**src/shared/regctl_pkg.sv**
```systemverilog
/*
  Constants and types shared by the regulator state control and its timers.
  Assumes a single 250 MHz core clock; every time is derived from CLK_PERIOD_NS.
*/
package regctl_pkg;
  // Core clock.
  localparam int unsigned CLK_PERIOD_NS = 4;

  // Clock-held-low reset time, the wait for a fault to clear and the housekeeping settle time, in their own units.
  localparam int unsigned SCL_LOW_RESET_MS = 100;
  localparam int unsigned SCL_LOW_RESET_CYC = (SCL_LOW_RESET_MS * 1000000 + CLK_PERIOD_NS - 1) / CLK_PERIOD_NS;
  localparam int unsigned FAULT_WAIT_MS = 20;
  localparam int unsigned FAULT_WAIT_CYC = (FAULT_WAIT_MS * 1000000 + CLK_PERIOD_NS - 1) / CLK_PERIOD_NS;
  localparam int unsigned HK_SETTLE_US = 10;
  localparam int unsigned HK_SETTLE_CYC = (HK_SETTLE_US * 1000 + CLK_PERIOD_NS - 1) / CLK_PERIOD_NS;

  // Serial bus slave address; the value is arbitrary.
  localparam logic [6:0] DEV_ADDR = 7'h2a;

  // Register offsets.
  localparam logic [7:0] CTRL_OFS = 8'h01;
  localparam logic [7:0] STATUS_OFS = 8'h02;
  localparam logic [7:0] FAULT_OFS = 8'h03;
  localparam logic [7:0] SWRESET_OFS = 8'h04;
  localparam logic [7:0] SWRESET_CODE = 8'ha5;

  // Field positions.
  localparam int unsigned CTRL_ENABLE_BIT = 0;
  localparam int unsigned CTRL_FFM_BIT = 1;
  localparam int unsigned STAT_READY_BIT = 0;
  localparam int unsigned STAT_UVLO_BIT = 1;
  localparam int unsigned STAT_OT_BIT = 2;
  localparam int unsigned FLT_UVLO_BIT = 0;
  localparam int unsigned FLT_OT_BIT = 1;

  // Reset values.
  localparam logic [7:0] CTRL_RST = 8'h00;
  localparam logic [7:0] FAULT_RST = 8'h00;

  // Synchroniser bit positions.
  localparam int unsigned SYNC_W = 6;
  localparam int unsigned SY_SCL = 0;
  localparam int unsigned SY_SDA = 1;
  localparam int unsigned SY_POR = 2;
  localparam int unsigned SY_RISE = 3;
  localparam int unsigned SY_FALL = 4;
  localparam int unsigned SY_OT = 5;

  typedef enum logic [1:0] {
    ST_OFF = 2'b00,
    ST_RESET = 2'b01,
    ST_IDLE = 2'b10,
    ST_ACTIVE = 2'b11
  } dev_state_t;

  typedef enum logic [3:0] {
    I_IDLE = 4'b0000,
    I_ADDR = 4'b0001,
    I_ACKA = 4'b0010,
    I_PTR = 4'b0011,
    I_ACKP = 4'b0100,
    I_WDATA = 4'b0101,
    I_ACKW = 4'b0110,
    I_RDATA = 4'b0111,
    I_RACK = 4'b1000
  } bus_state_t;
endpackage

```
**src/shared/tmr_if.sv**
```systemverilog
/*
  Handshake between the state control and one of its event timers.
  Assumes both ends sit on the same core clock.
*/
`timescale 1ns/1ps
interface tmr_if;
  logic restart;
  logic run;
  logic expired;
  modport owner (output restart, output run, input expired);
  modport timer (input restart, input run, output expired);
endinterface

```
**src/rtl/event_timer.sv**
```systemverilog
/*
  Restartable cycle counter that flags once LIMIT running cycles have passed.
  Assumes restart and run come from logic on the same clock.
*/
`timescale 1ns/1ps
module event_timer #(
  parameter int unsigned LIMIT = 1
) (
  // Clock and reset.
  input wire logic clk,
  input wire logic arst_n,
  // Control from the owner.
  tmr_if.timer tmr
);
  logic [31:0] count_reg;
  logic expired_reg;

  // Restart wins over counting so that a new wait always begins from zero.
  always_ff @(posedge clk or negedge arst_n) begin
    if (!arst_n) begin
      count_reg <= 32'h0;
      expired_reg <= 1'b0;
    end else if (tmr.restart) begin
      count_reg <= 32'h0;
      expired_reg <= 1'b0;
    end else if (tmr.run && !expired_reg) begin
      count_reg <= count_reg + 32'h1;
      expired_reg <= (count_reg + 32'h1) >= LIMIT;
    end
  end

  assign tmr.expired = expired_reg;
endmodule

```
**src/rtl/regulator_state_control.sv**
```systemverilog
/*
  Digital state control of a step-down regulator: power-up, reset, idle and
  active states, the serial register slave, fault gating and the ready flag.
  Assumes analog comparators and the bus pins are asynchronous to clk and an
  open-drain data pin resolved outside from sda_oe.
*/
`timescale 1ns/1ps
module regulator_state_control #(
  parameter int unsigned SCL_LOW_CYC = regctl_pkg::SCL_LOW_RESET_CYC,
  parameter int unsigned FAULT_WAIT_CYC = regctl_pkg::FAULT_WAIT_CYC
) (
  // Clock and power-on reset.
  input wire logic clk,
  input wire logic arst_n,
  // Serial bus pins.
  input wire logic scl_in,
  input wire logic sda_in,
  output logic sda_out,
  output logic sda_oe,
  // Analog comparator levels.
  input wire logic supply_above_por,
  input wire logic supply_above_uvlo_rise,
  input wire logic supply_above_uvlo_fall,
  input wire logic overtemperature_condition,
  // Controls to the power stage.
  output logic buck_enable,
  output logic forced_fixed_frequency_mode,
  output logic housekeeping_on,
  output logic ready
);
  regctl_pkg::dev_state_t state_reg;
  regctl_pkg::bus_state_t bus_reg;
  logic [regctl_pkg::SYNC_W-1:0] sync1_reg;
  logic [regctl_pkg::SYNC_W-1:0] sync2_reg;
  logic scl_d_reg, sda_d_reg;
  logic wait_scl_reg, hold_low_reg, hk_on_reg, fault_wait_reg, ready_reg;
  logic [7:0] ctrl_reg, fault_reg, shift_reg, ptr_reg, wr_data_reg;
  logic [3:0] bit_cnt_reg;
  logic rw_reg, sda_oe_reg, wr_stb_reg, rd_clr_reg;
  logic scl_s, sda_s, por_ok, rise_ok, fall_ok, ot_s;
  logic scl_rise, scl_fall, bus_start, bus_stop;
  logic running, uvlo_now, ot_now, fault_now, sw_reset_hit, leave_reset, fault_wait_start;
  logic [7:0] status_byte, fault_next, rd_ptr, rd_byte;

  tmr_if scl_t ();
  tmr_if hk_t ();
  tmr_if flt_t ();

  event_timer #(.LIMIT(SCL_LOW_CYC)) u_scl_timer (.clk(clk), .arst_n(arst_n), .tmr(scl_t));
  event_timer #(.LIMIT(regctl_pkg::HK_SETTLE_CYC)) u_hk_timer (.clk(clk), .arst_n(arst_n), .tmr(hk_t));
  event_timer #(.LIMIT(FAULT_WAIT_CYC)) u_flt_timer (.clk(clk), .arst_n(arst_n), .tmr(flt_t));

  // Two flip-flops on every asynchronous input; the third copy only feeds edge detection.
  always_ff @(posedge clk or negedge arst_n) begin
    if (!arst_n) begin
      sync1_reg <= '0;
      sync2_reg <= '0;
      scl_d_reg <= 1'b0;
      sda_d_reg <= 1'b0;
    end else begin
      sync1_reg <= {overtemperature_condition, supply_above_uvlo_fall, supply_above_uvlo_rise,
                    supply_above_por, sda_in, scl_in};
      sync2_reg <= sync1_reg;
      scl_d_reg <= sync2_reg[regctl_pkg::SY_SCL];
      sda_d_reg <= sync2_reg[regctl_pkg::SY_SDA];
    end
  end

  assign scl_s = sync2_reg[regctl_pkg::SY_SCL];
  assign sda_s = sync2_reg[regctl_pkg::SY_SDA];
  assign por_ok = sync2_reg[regctl_pkg::SY_POR];
  assign rise_ok = sync2_reg[regctl_pkg::SY_RISE];
  assign fall_ok = sync2_reg[regctl_pkg::SY_FALL];
  assign ot_s = sync2_reg[regctl_pkg::SY_OT];
  assign scl_rise = scl_s && !scl_d_reg;
  assign scl_fall = !scl_s && scl_d_reg;
  assign bus_start = scl_s && scl_d_reg && sda_d_reg && !sda_s;
  assign bus_stop = scl_s && scl_d_reg && !sda_d_reg && sda_s;

  // Fault detection: idle checks the rising threshold, active the falling one.
  assign running = (state_reg == regctl_pkg::ST_IDLE) || (state_reg == regctl_pkg::ST_ACTIVE);
  assign uvlo_now = ((state_reg == regctl_pkg::ST_IDLE) && !rise_ok) ||
                    ((state_reg == regctl_pkg::ST_ACTIVE) && !fall_ok);
  assign ot_now = running && ot_s;
  assign fault_now = uvlo_now || ot_now;
  assign sw_reset_hit = wr_stb_reg && (ptr_reg == regctl_pkg::SWRESET_OFS) &&
                        (wr_data_reg == regctl_pkg::SWRESET_CODE);
  assign leave_reset = (state_reg == regctl_pkg::ST_RESET) && por_ok && (!wait_scl_reg || scl_s);
  assign fault_wait_start = (leave_reset && (!rise_ok || ot_s)) ||
                            ((state_reg == regctl_pkg::ST_ACTIVE) && fault_now);

  // Timer hookup: the low-time count restarts whenever the clock line is high.
  assign scl_t.restart = scl_s;
  assign scl_t.run = running;
  assign hk_t.restart = !hk_on_reg;
  assign hk_t.run = hk_on_reg;
  assign flt_t.restart = fault_wait_start;
  assign flt_t.run = fault_wait_reg;

  // Device state sequence; losing the supply overrides everything else.
  always_ff @(posedge clk or negedge arst_n) begin
    if (!arst_n) begin
      state_reg <= regctl_pkg::ST_OFF;
      wait_scl_reg <= 1'b1;
      hold_low_reg <= 1'b0;
    end else if (!por_ok) begin
      state_reg <= regctl_pkg::ST_OFF;
      wait_scl_reg <= 1'b1;
      hold_low_reg <= 1'b0;
    end else begin
      case (state_reg)
        regctl_pkg::ST_OFF: begin
          state_reg <= regctl_pkg::ST_RESET;
          wait_scl_reg <= 1'b1;
        end
        regctl_pkg::ST_RESET: begin
          if (leave_reset) begin
            state_reg <= regctl_pkg::ST_IDLE;
            hold_low_reg <= 1'b0;
          end
        end
        regctl_pkg::ST_IDLE, regctl_pkg::ST_ACTIVE: begin
          if (sw_reset_hit) begin
            state_reg <= regctl_pkg::ST_RESET;
            wait_scl_reg <= 1'b0;
          end else if (scl_t.expired) begin
            state_reg <= regctl_pkg::ST_RESET;
            wait_scl_reg <= 1'b1;
            hold_low_reg <= 1'b1;
          end else if (state_reg == regctl_pkg::ST_ACTIVE) begin
            if (fault_now) begin
              state_reg <= regctl_pkg::ST_IDLE;
            end
          end else if (ctrl_reg[regctl_pkg::CTRL_ENABLE_BIT] && !fault_now) begin
            state_reg <= regctl_pkg::ST_ACTIVE;
          end
        end
        default: state_reg <= regctl_pkg::ST_OFF;
      endcase
    end
  end

  // Housekeeping is shut down through a clock-held-low reset and comes back when it ends.
  always_ff @(posedge clk or negedge arst_n) begin
    if (!arst_n) begin
      hk_on_reg <= 1'b0;
    end else begin
      hk_on_reg <= (state_reg != regctl_pkg::ST_OFF) && !((state_reg == regctl_pkg::ST_RESET) && hold_low_reg);
    end
  end

  // Fault wait window and the ready flag that it holds off.
  always_ff @(posedge clk or negedge arst_n) begin
    if (!arst_n) begin
      fault_wait_reg <= 1'b0;
      ready_reg <= 1'b0;
    end else begin
      if (fault_wait_start) begin
        fault_wait_reg <= 1'b1;
      end else if (flt_t.expired || !running) begin
        fault_wait_reg <= 1'b0;
      end
      ready_reg <= hk_t.expired && running && !fault_now && !fault_wait_reg;
    end
  end

  // Sticky faults: a read clears them, but an event in the same cycle survives.
  always_comb begin
    fault_next = rd_clr_reg ? regctl_pkg::FAULT_RST : fault_reg;
    fault_next[regctl_pkg::FLT_UVLO_BIT] = fault_next[regctl_pkg::FLT_UVLO_BIT] || uvlo_now;
    fault_next[regctl_pkg::FLT_OT_BIT] = fault_next[regctl_pkg::FLT_OT_BIT] || ot_now;
  end

  // Live status: bits follow the condition and drop as soon as it ends.
  always_comb begin
    status_byte = 8'h00;
    status_byte[regctl_pkg::STAT_READY_BIT] = ready_reg;
    status_byte[regctl_pkg::STAT_UVLO_BIT] = uvlo_now;
    status_byte[regctl_pkg::STAT_OT_BIT] = ot_now;
  end

  // Software registers; both return to defaults whenever the device is not running.
  always_ff @(posedge clk or negedge arst_n) begin
    if (!arst_n) begin
      ctrl_reg <= regctl_pkg::CTRL_RST;
      fault_reg <= regctl_pkg::FAULT_RST;
    end else if (!running) begin
      ctrl_reg <= regctl_pkg::CTRL_RST;
      fault_reg <= regctl_pkg::FAULT_RST;
    end else begin
      fault_reg <= fault_next;
      if ((state_reg == regctl_pkg::ST_ACTIVE) && fault_now) begin
        ctrl_reg[regctl_pkg::CTRL_ENABLE_BIT] <= 1'b0;
      end else if (wr_stb_reg && (ptr_reg == regctl_pkg::CTRL_OFS)) begin
        ctrl_reg[regctl_pkg::CTRL_FFM_BIT] <= wr_data_reg[regctl_pkg::CTRL_FFM_BIT];
        ctrl_reg[regctl_pkg::CTRL_ENABLE_BIT] <= wr_data_reg[regctl_pkg::CTRL_ENABLE_BIT] && !fault_now;
      end
    end
  end

  // Read multiplexer shared by the first and the following bytes of a read.
  function automatic logic [7:0] reg_read(input logic [7:0] p, input logic [7:0] c,
                                          input logic [7:0] s, input logic [7:0] f);
    case (p)
      regctl_pkg::CTRL_OFS: reg_read = c;
      regctl_pkg::STATUS_OFS: reg_read = s;
      regctl_pkg::FAULT_OFS: reg_read = f;
      default: reg_read = 8'h00;
    endcase
  endfunction

  // Byte to load next: the pointer itself after the address, the following one after a master ack.
  assign rd_ptr = (bus_reg == regctl_pkg::I_RACK) ? ptr_reg + 8'h01 : ptr_reg;
  assign rd_byte = reg_read(rd_ptr, ctrl_reg, status_byte, fault_reg);

  // Serial slave: samples on clock rise, drives data after clock fall; silent outside idle and active.
  always_ff @(posedge clk or negedge arst_n) begin
    if (!arst_n) begin
      bus_reg <= regctl_pkg::I_IDLE;
      bit_cnt_reg <= 4'h0;
      shift_reg <= 8'h00;
      ptr_reg <= 8'h00;
      wr_data_reg <= 8'h00;
      rw_reg <= 1'b0;
      sda_oe_reg <= 1'b0;
      wr_stb_reg <= 1'b0;
      rd_clr_reg <= 1'b0;
    end else begin
      wr_stb_reg <= 1'b0;
      rd_clr_reg <= 1'b0;
      if (bus_stop || !running) begin
        bus_reg <= regctl_pkg::I_IDLE;
        sda_oe_reg <= 1'b0;
      end else if (bus_start) begin
        bus_reg <= regctl_pkg::I_ADDR;
        bit_cnt_reg <= 4'h0;
        sda_oe_reg <= 1'b0;
      end else if (scl_rise) begin
        case (bus_reg)
          regctl_pkg::I_ADDR, regctl_pkg::I_PTR, regctl_pkg::I_WDATA: begin
            shift_reg <= {shift_reg[6:0], sda_s};
            bit_cnt_reg <= bit_cnt_reg + 4'h1;
          end
          regctl_pkg::I_RACK: begin
            if (sda_s) begin
              bus_reg <= regctl_pkg::I_IDLE; // Master declined further bytes.
            end
          end
          default: ;
        endcase
      end else if (scl_fall) begin
        case (bus_reg)
          regctl_pkg::I_ADDR: begin
            if (bit_cnt_reg == 4'h8) begin
              if (shift_reg[7:1] == regctl_pkg::DEV_ADDR) begin
                rw_reg <= shift_reg[0];
                sda_oe_reg <= 1'b1;
                bus_reg <= regctl_pkg::I_ACKA;
              end else begin
                bus_reg <= regctl_pkg::I_IDLE;
              end
            end
          end
          regctl_pkg::I_PTR: begin
            if (bit_cnt_reg == 4'h8) begin
              ptr_reg <= shift_reg;
              sda_oe_reg <= 1'b1;
              bus_reg <= regctl_pkg::I_ACKP;
            end
          end
          regctl_pkg::I_WDATA: begin
            if (bit_cnt_reg == 4'h8) begin
              wr_data_reg <= shift_reg;
              wr_stb_reg <= 1'b1;
              sda_oe_reg <= 1'b1;
              bus_reg <= regctl_pkg::I_ACKW;
            end
          end
          regctl_pkg::I_ACKA, regctl_pkg::I_RACK: begin
            bit_cnt_reg <= 4'h0;
            if (bus_reg == regctl_pkg::I_ACKA && !rw_reg) begin
              sda_oe_reg <= 1'b0;
              bus_reg <= regctl_pkg::I_PTR;
            end else begin
              shift_reg <= rd_byte;
              sda_oe_reg <= !rd_byte[7];
              rd_clr_reg <= rd_ptr == regctl_pkg::FAULT_OFS;
              if (bus_reg == regctl_pkg::I_RACK) begin
                ptr_reg <= ptr_reg + 8'h01;
              end
              bus_reg <= regctl_pkg::I_RDATA;
            end
          end
          regctl_pkg::I_ACKP, regctl_pkg::I_ACKW: begin
            sda_oe_reg <= 1'b0;
            bit_cnt_reg <= 4'h0;
            if (bus_reg == regctl_pkg::I_ACKW) begin
              ptr_reg <= ptr_reg + 8'h01;
            end
            bus_reg <= regctl_pkg::I_WDATA;
          end
          regctl_pkg::I_RDATA: begin
            if (bit_cnt_reg == 4'h7) begin
              sda_oe_reg <= 1'b0;
              bus_reg <= regctl_pkg::I_RACK;
            end else begin
              bit_cnt_reg <= bit_cnt_reg + 4'h1;
              shift_reg <= {shift_reg[6:0], 1'b0};
              sda_oe_reg <= !shift_reg[6];
            end
          end
          default: bus_reg <= regctl_pkg::I_IDLE;
        endcase
      end
    end
  end

  // Outputs; the host is expected to allow time after a clock-low reset before the next access.
  assign sda_out = 1'b0;
  assign sda_oe = sda_oe_reg;
  assign buck_enable = state_reg == regctl_pkg::ST_ACTIVE;
  assign forced_fixed_frequency_mode = ctrl_reg[regctl_pkg::CTRL_FFM_BIT];
  assign housekeeping_on = hk_on_reg;
  assign ready = ready_reg;
endmodule

```
**config.mk**
```make
export PLATFORM = sky130hd
export DESIGN_NAME = regulator_state_control
export DESIGN_NICKNAME = d
export VERILOG_FILES = /design/src/shared/regctl_pkg.sv /design/src/shared/tmr_if.sv /design/src/rtl/event_timer.sv /design/src/rtl/regulator_state_control.sv
export SDC_FILE = /design/constraint.sdc
export NUM_CORES = 1
export LEC_CHECK = 0
export ABC_AREA = 1
export BUFFER_PORTS_ARGS = -buffer_cell sky130_fd_sc_hd__buf_4
export CELL_PAD_IN_SITES_DETAIL_PLACEMENT = 1
export CELL_PAD_IN_SITES_GLOBAL_PLACEMENT = 1
export CORE_ASPECT_RATIO = 0.8
export CORE_MARGIN = 2
export CORE_UTILIZATION = 47
export DETAILED_ROUTE_END_ITERATION = 10
export GPL_TIMING_DRIVEN = 0
export MAX_ROUTING_LAYER = met4
export PLACE_DENSITY_LB_ADDON = 0.1
export SETUP_SLACK_MARGIN = 0.1
export SLEW_MARGIN = 15
export SYNTH_ARGS = -nofsm -noshare
export SYNTH_HDL_FRONTEND = slang
export SYNTH_SLANG_ARGS = --single-unit
```
**constraint.sdc**
```tcl
create_clock -name clk -period 2.19 [get_ports clk]
set_input_delay 0.3285 -clock clk [delete_from_list [all_inputs] [get_ports clk]]
set_output_delay 0.3285 -clock clk [all_outputs]
set_load 0.02 [all_outputs]
```
==> flow_metrics.env <==
export IMPL_worst_hold_startpoint="sync1_reg[0]"
export IMPL_post_dp_hpwl_mm=22.4
export IMPL_dr_first_iter_drc_count=626
export IMPL_synth_edf_count=0
export IMPL_netlist_area_um2=9940
export IMPL_critPathMaxStageDelay_ns=0.50
export IMPL_critical_path_top_delay_family="simple AND/OR/NAND/NOR gates"
export IMPL_crit_buf_inv=1
export IMPL_hold_viol=0
export IMPL_hp_class="reg -> reg"
export IMPL_sw_frac_of_total_pct=34.1
export IMPL_fp_row_count=47
export IMPL_tightest_slew_ns=0.722
export IMPL_cts_root_buf="clkbuf_16"
export IMPL_power_frac_clock_pct=38.7
export IMPL_setup_slack_ns=0.0370
export IMPL_portBuffers=12
export IMPL_fin_crit_ns=2.15
export IMPL_required_ns=2.51
export IMPL_viasPerCell=5.69
export IMPL_r2r_slack_ns=0.04
export IMPL_routed_wl_mm=35.1
export IMPL_fmax_ghz=0.464
export IMPL_die_w_um=167
export IMPL_grt_ovfl_total=0
export IMPL_syn_avg_cell_area_um2=7.05
export IMPL_rr_worst_depth=12
export IMPL_p_comb_share_pct=20.3
export IMPL_p_int_mw=5.39
export IMPL_grtUsageTotal_pct=29.7
export IMPL_h_tree_depth=4
export IMPL_switchingPower_mw=2.78
export IMPL_reg2reg_from="u_flt_timer.count_reg[2]"
export IMPL_first_pass_iters=5
export IMPL_p_leak_nw=5.37
export IMPL_layout_nets=1537
export IMPL_setup_violations_final=0
export IMPL_hold_slack_ns=0.375
export IMPL_cp_common_cell="nand2_1"
export IMPL_syn_inst=1410
export IMPL_dieHeight_um=134
export IMPL_clk_latency_ns=0.45
export IMPL_synth_distinct_cells=47
export IMPL_async_flop_share_pct=100
export IMPL_pin_count=14
export IMPL_routedWlPerCell_um=19.5
export IMPL_area_growth_pct=24.7
export IMPL_vias=10242
export IMPL_p_per_area_nw_per_um2=659
export IMPL_relSlewSlack_pct=51.9
export IMPL_clkTransAtPathRegs_ns=0.07
export IMPL_critical_path_class="reg -> reg"
export IMPL_dp_slack_ns=-0.178
export IMPL_drtAntennaViolNets=0
export IMPL_status="complete, no violations"
export IMPL_path_cells="nand3_4, nor2_4, buf_4, nand4_1, xor2_1, nand2_1, nor2_2, nand2_1, nand2_1, nand2_1, nand3_1, nand2_1"
export IMPL_core_area_um2=20700
export IMPL_fin_area_um2=12400
export IMPL_numCtsBuffers=17
export IMPL_period_share_pct=98.3
export IMPL_cts_tree="done"
export IMPL_synth_warnings=0
export IMPL_placed_area_um2=10400
export IMPL_drv_slew=0
export IMPL_grt_pass1_vias=9991
export IMPL_dieArea_um2=22300
export IMPL_synth_yosys_seq_area_share_pct=40.3
export IMPL_n_antenna_cell=0
export IMPL_skew_ns=0.0130
export IMPL_grt_pass1_wl_mm=51.4
export IMPL_min_to="sync2_reg[0]"
export IMPL_start_util_pct=48.0
export IMPL_r2r_end="u_flt_timer.tmr.expired"
export IMPL_cp_end_kind="flop"
export IMPL_crit_fanout=5
export IMPL_drc=0
export IMPL_max_cap_violations=0
export IMPL_cts_path_max_buffers=2
export IMPL_ir_drop_v=0.000603
export IMPL_rsz0062_at_grt="true"
export IMPL_slowest_stage="dfrtp_1"
export IMPL_crit_arrival_ns=2.48
export IMPL_drive_gt1_share_pct=23.2
export IMPL_synth_main_ff_cell="dfrtp_1"
export IMPL_ys_ff_latch=160
export IMPL_clock_sinks=160
export IMPL_grt_max_degree=89
export IMPL_cp_start_kind="flop"
export IMPL_min_path_cells=0
export IMPL_syn_nets=1429
export IMPL_seqPwrFrac_pct=41.0
export IMPL_gp_congestion=0.906
export IMPL_antenna_found_initial=0
==> worst max path at each step <==
stage | slack [ns] | depth (start not counted) | from | end
floorplan | 0.41 | 14 | sync2_reg[0] | wr_data_reg[6]
global placement | -0.18 | 1 | arst_n | u_hk_timer.count_reg[9]
detailed placement | -0.18 | 13 | u_scl_timer.count_reg[0] | u_scl_timer.tmr.expired
CTS | 0.03 | 16 | u_scl_timer.count_reg[0] | u_scl_timer.tmr.expired
global route | -0.05 | 10 | u_flt_timer.count_reg[15] | u_flt_timer.tmr.expired
finish | 0.04 | 12 | u_flt_timer.count_reg[2] | u_flt_timer.tmr.expired
==> cell usage in the layout, fill, tap and decap left out, types with 4 or more instances in the layout <==
cell             n
nor3_4           5
dfrtp_2         23
clkbuf_16       17
o21ai_0         72
xor2_1          36
buf_6            4
inv_6            6
o22ai_1         56
nand2_4          7
a21oi_1         19
xor2_2           8
nand3_2         16
buf_4           79
ha_1             6
nor2_2          45
nor3_2           8
inv_1          171
nand3_1         97
o21ai_1         17
a21oi_2          6
nand4_1         22
nand2_2         31
nand2_1        367
dlygate4sd3_1    7
nand3_4          6
inv_2           18
clkbuf_4         5
nor2_1         109
clkbuf_1        10
nor2_4          37
dfrtp_1        136
ha_4             4
nor3_1          22
==> stage by stage <==
step                instances  util [%]  setup TNS [ns]  total power [mW]
detailed placement       1692      50.3           -1.44              4.66
global placement         1691      50.1          -26.51              4.61
global route             1800      59.9         -0.0514              8.48
CTS                      1743      54.7               0              7.88
floorplan                1410         -               0              4.13
finish                   1800      59.9               0              8.17
==> kinds of logic after synthesis <==
family	synth area share, %
mux	0.113
compound gates	10.7
xor+xnor	4.14
simple gates	34.8
other cells	0.0377
buf+inv	8.53
flops	40.3
fa+ha+maj	1.38
==> routing by layer <==
layer | wire, um | track usage [%] | vias up
met2 | 17100 | 47.3 | 232
li1 | - | - | 4775
met3 | 1500 | 4.93 | 61
met1 | 15800 | 40.1 | 5174
met4 | 696 | 7.09 | 0
met5 | 0 | - | -
==> synthesized netlist by cell type, types with 4 or more instances <==
cell type / n / area, um^2
ha_1: 11 / 138
nor2_2: 20 / 125
o22ai_1: 56 / 350
inv_2: 7 / 26.3
nor3_1: 29 / 145
nand2_1: 396 / 1490
clkbuf_1: 12 / 45.0
nand3_2: 7 / 70.1
nand3_1: 111 / 556
a21oi_1: 21 / 105
nor2_4: 6 / 67.6
nor4_1: 5 / 31.3
nor2_1: 165 / 619
o21ai_0: 75 / 375
nor3_2: 5 / 50.1
buf_4: 5 / 37.5
o21ai_1: 14 / 70.1
nand2_2: 8 / 50.1
dfrtp_1: 159 / 3980
inv_1: 186 / 698
xor2_1: 44 / 385
nand4_1: 22 / 138
buf_2: 7 / 35.0
a21oi_2: 4 / 35.0
==> power by group through the flow <==
| stage | logic [mW] | registers, mW | clock network [mW] |
|---|---|---|---|
| floorplan | 0.814 | 3.32 | 0 |
| global placement | 1.26 | 3.34 | 0 |
| detailed placement | 1.31 | 3.35 | 0 |
| CTS | 1.41 | 3.30 | 3.16 |
| global route | 1.80 | 3.37 | 3.31 |
| finish | 1.66 | 3.35 | 3.16 |
==> area by class of cell <==
class	instances	area [um^2]
fill	2588	8300
multi-input combinational	1032	5790
sequential	160	4030
timing repair buffer	89	747
inverter	194	747
clock buffer	17	425
tap	269	337
clock inverter	15	174
buffer	24	139
==> timing repair <==
item	in CTS	in global routing
hold endpoints to repair	78	0
resized for setup	43	191
setup endpoints to repair	51	72
setup buffers	12	56
hold buffers	7	0
gates cloned	0	1
pin swaps	6	47
(Power assumes the default switching activity.)
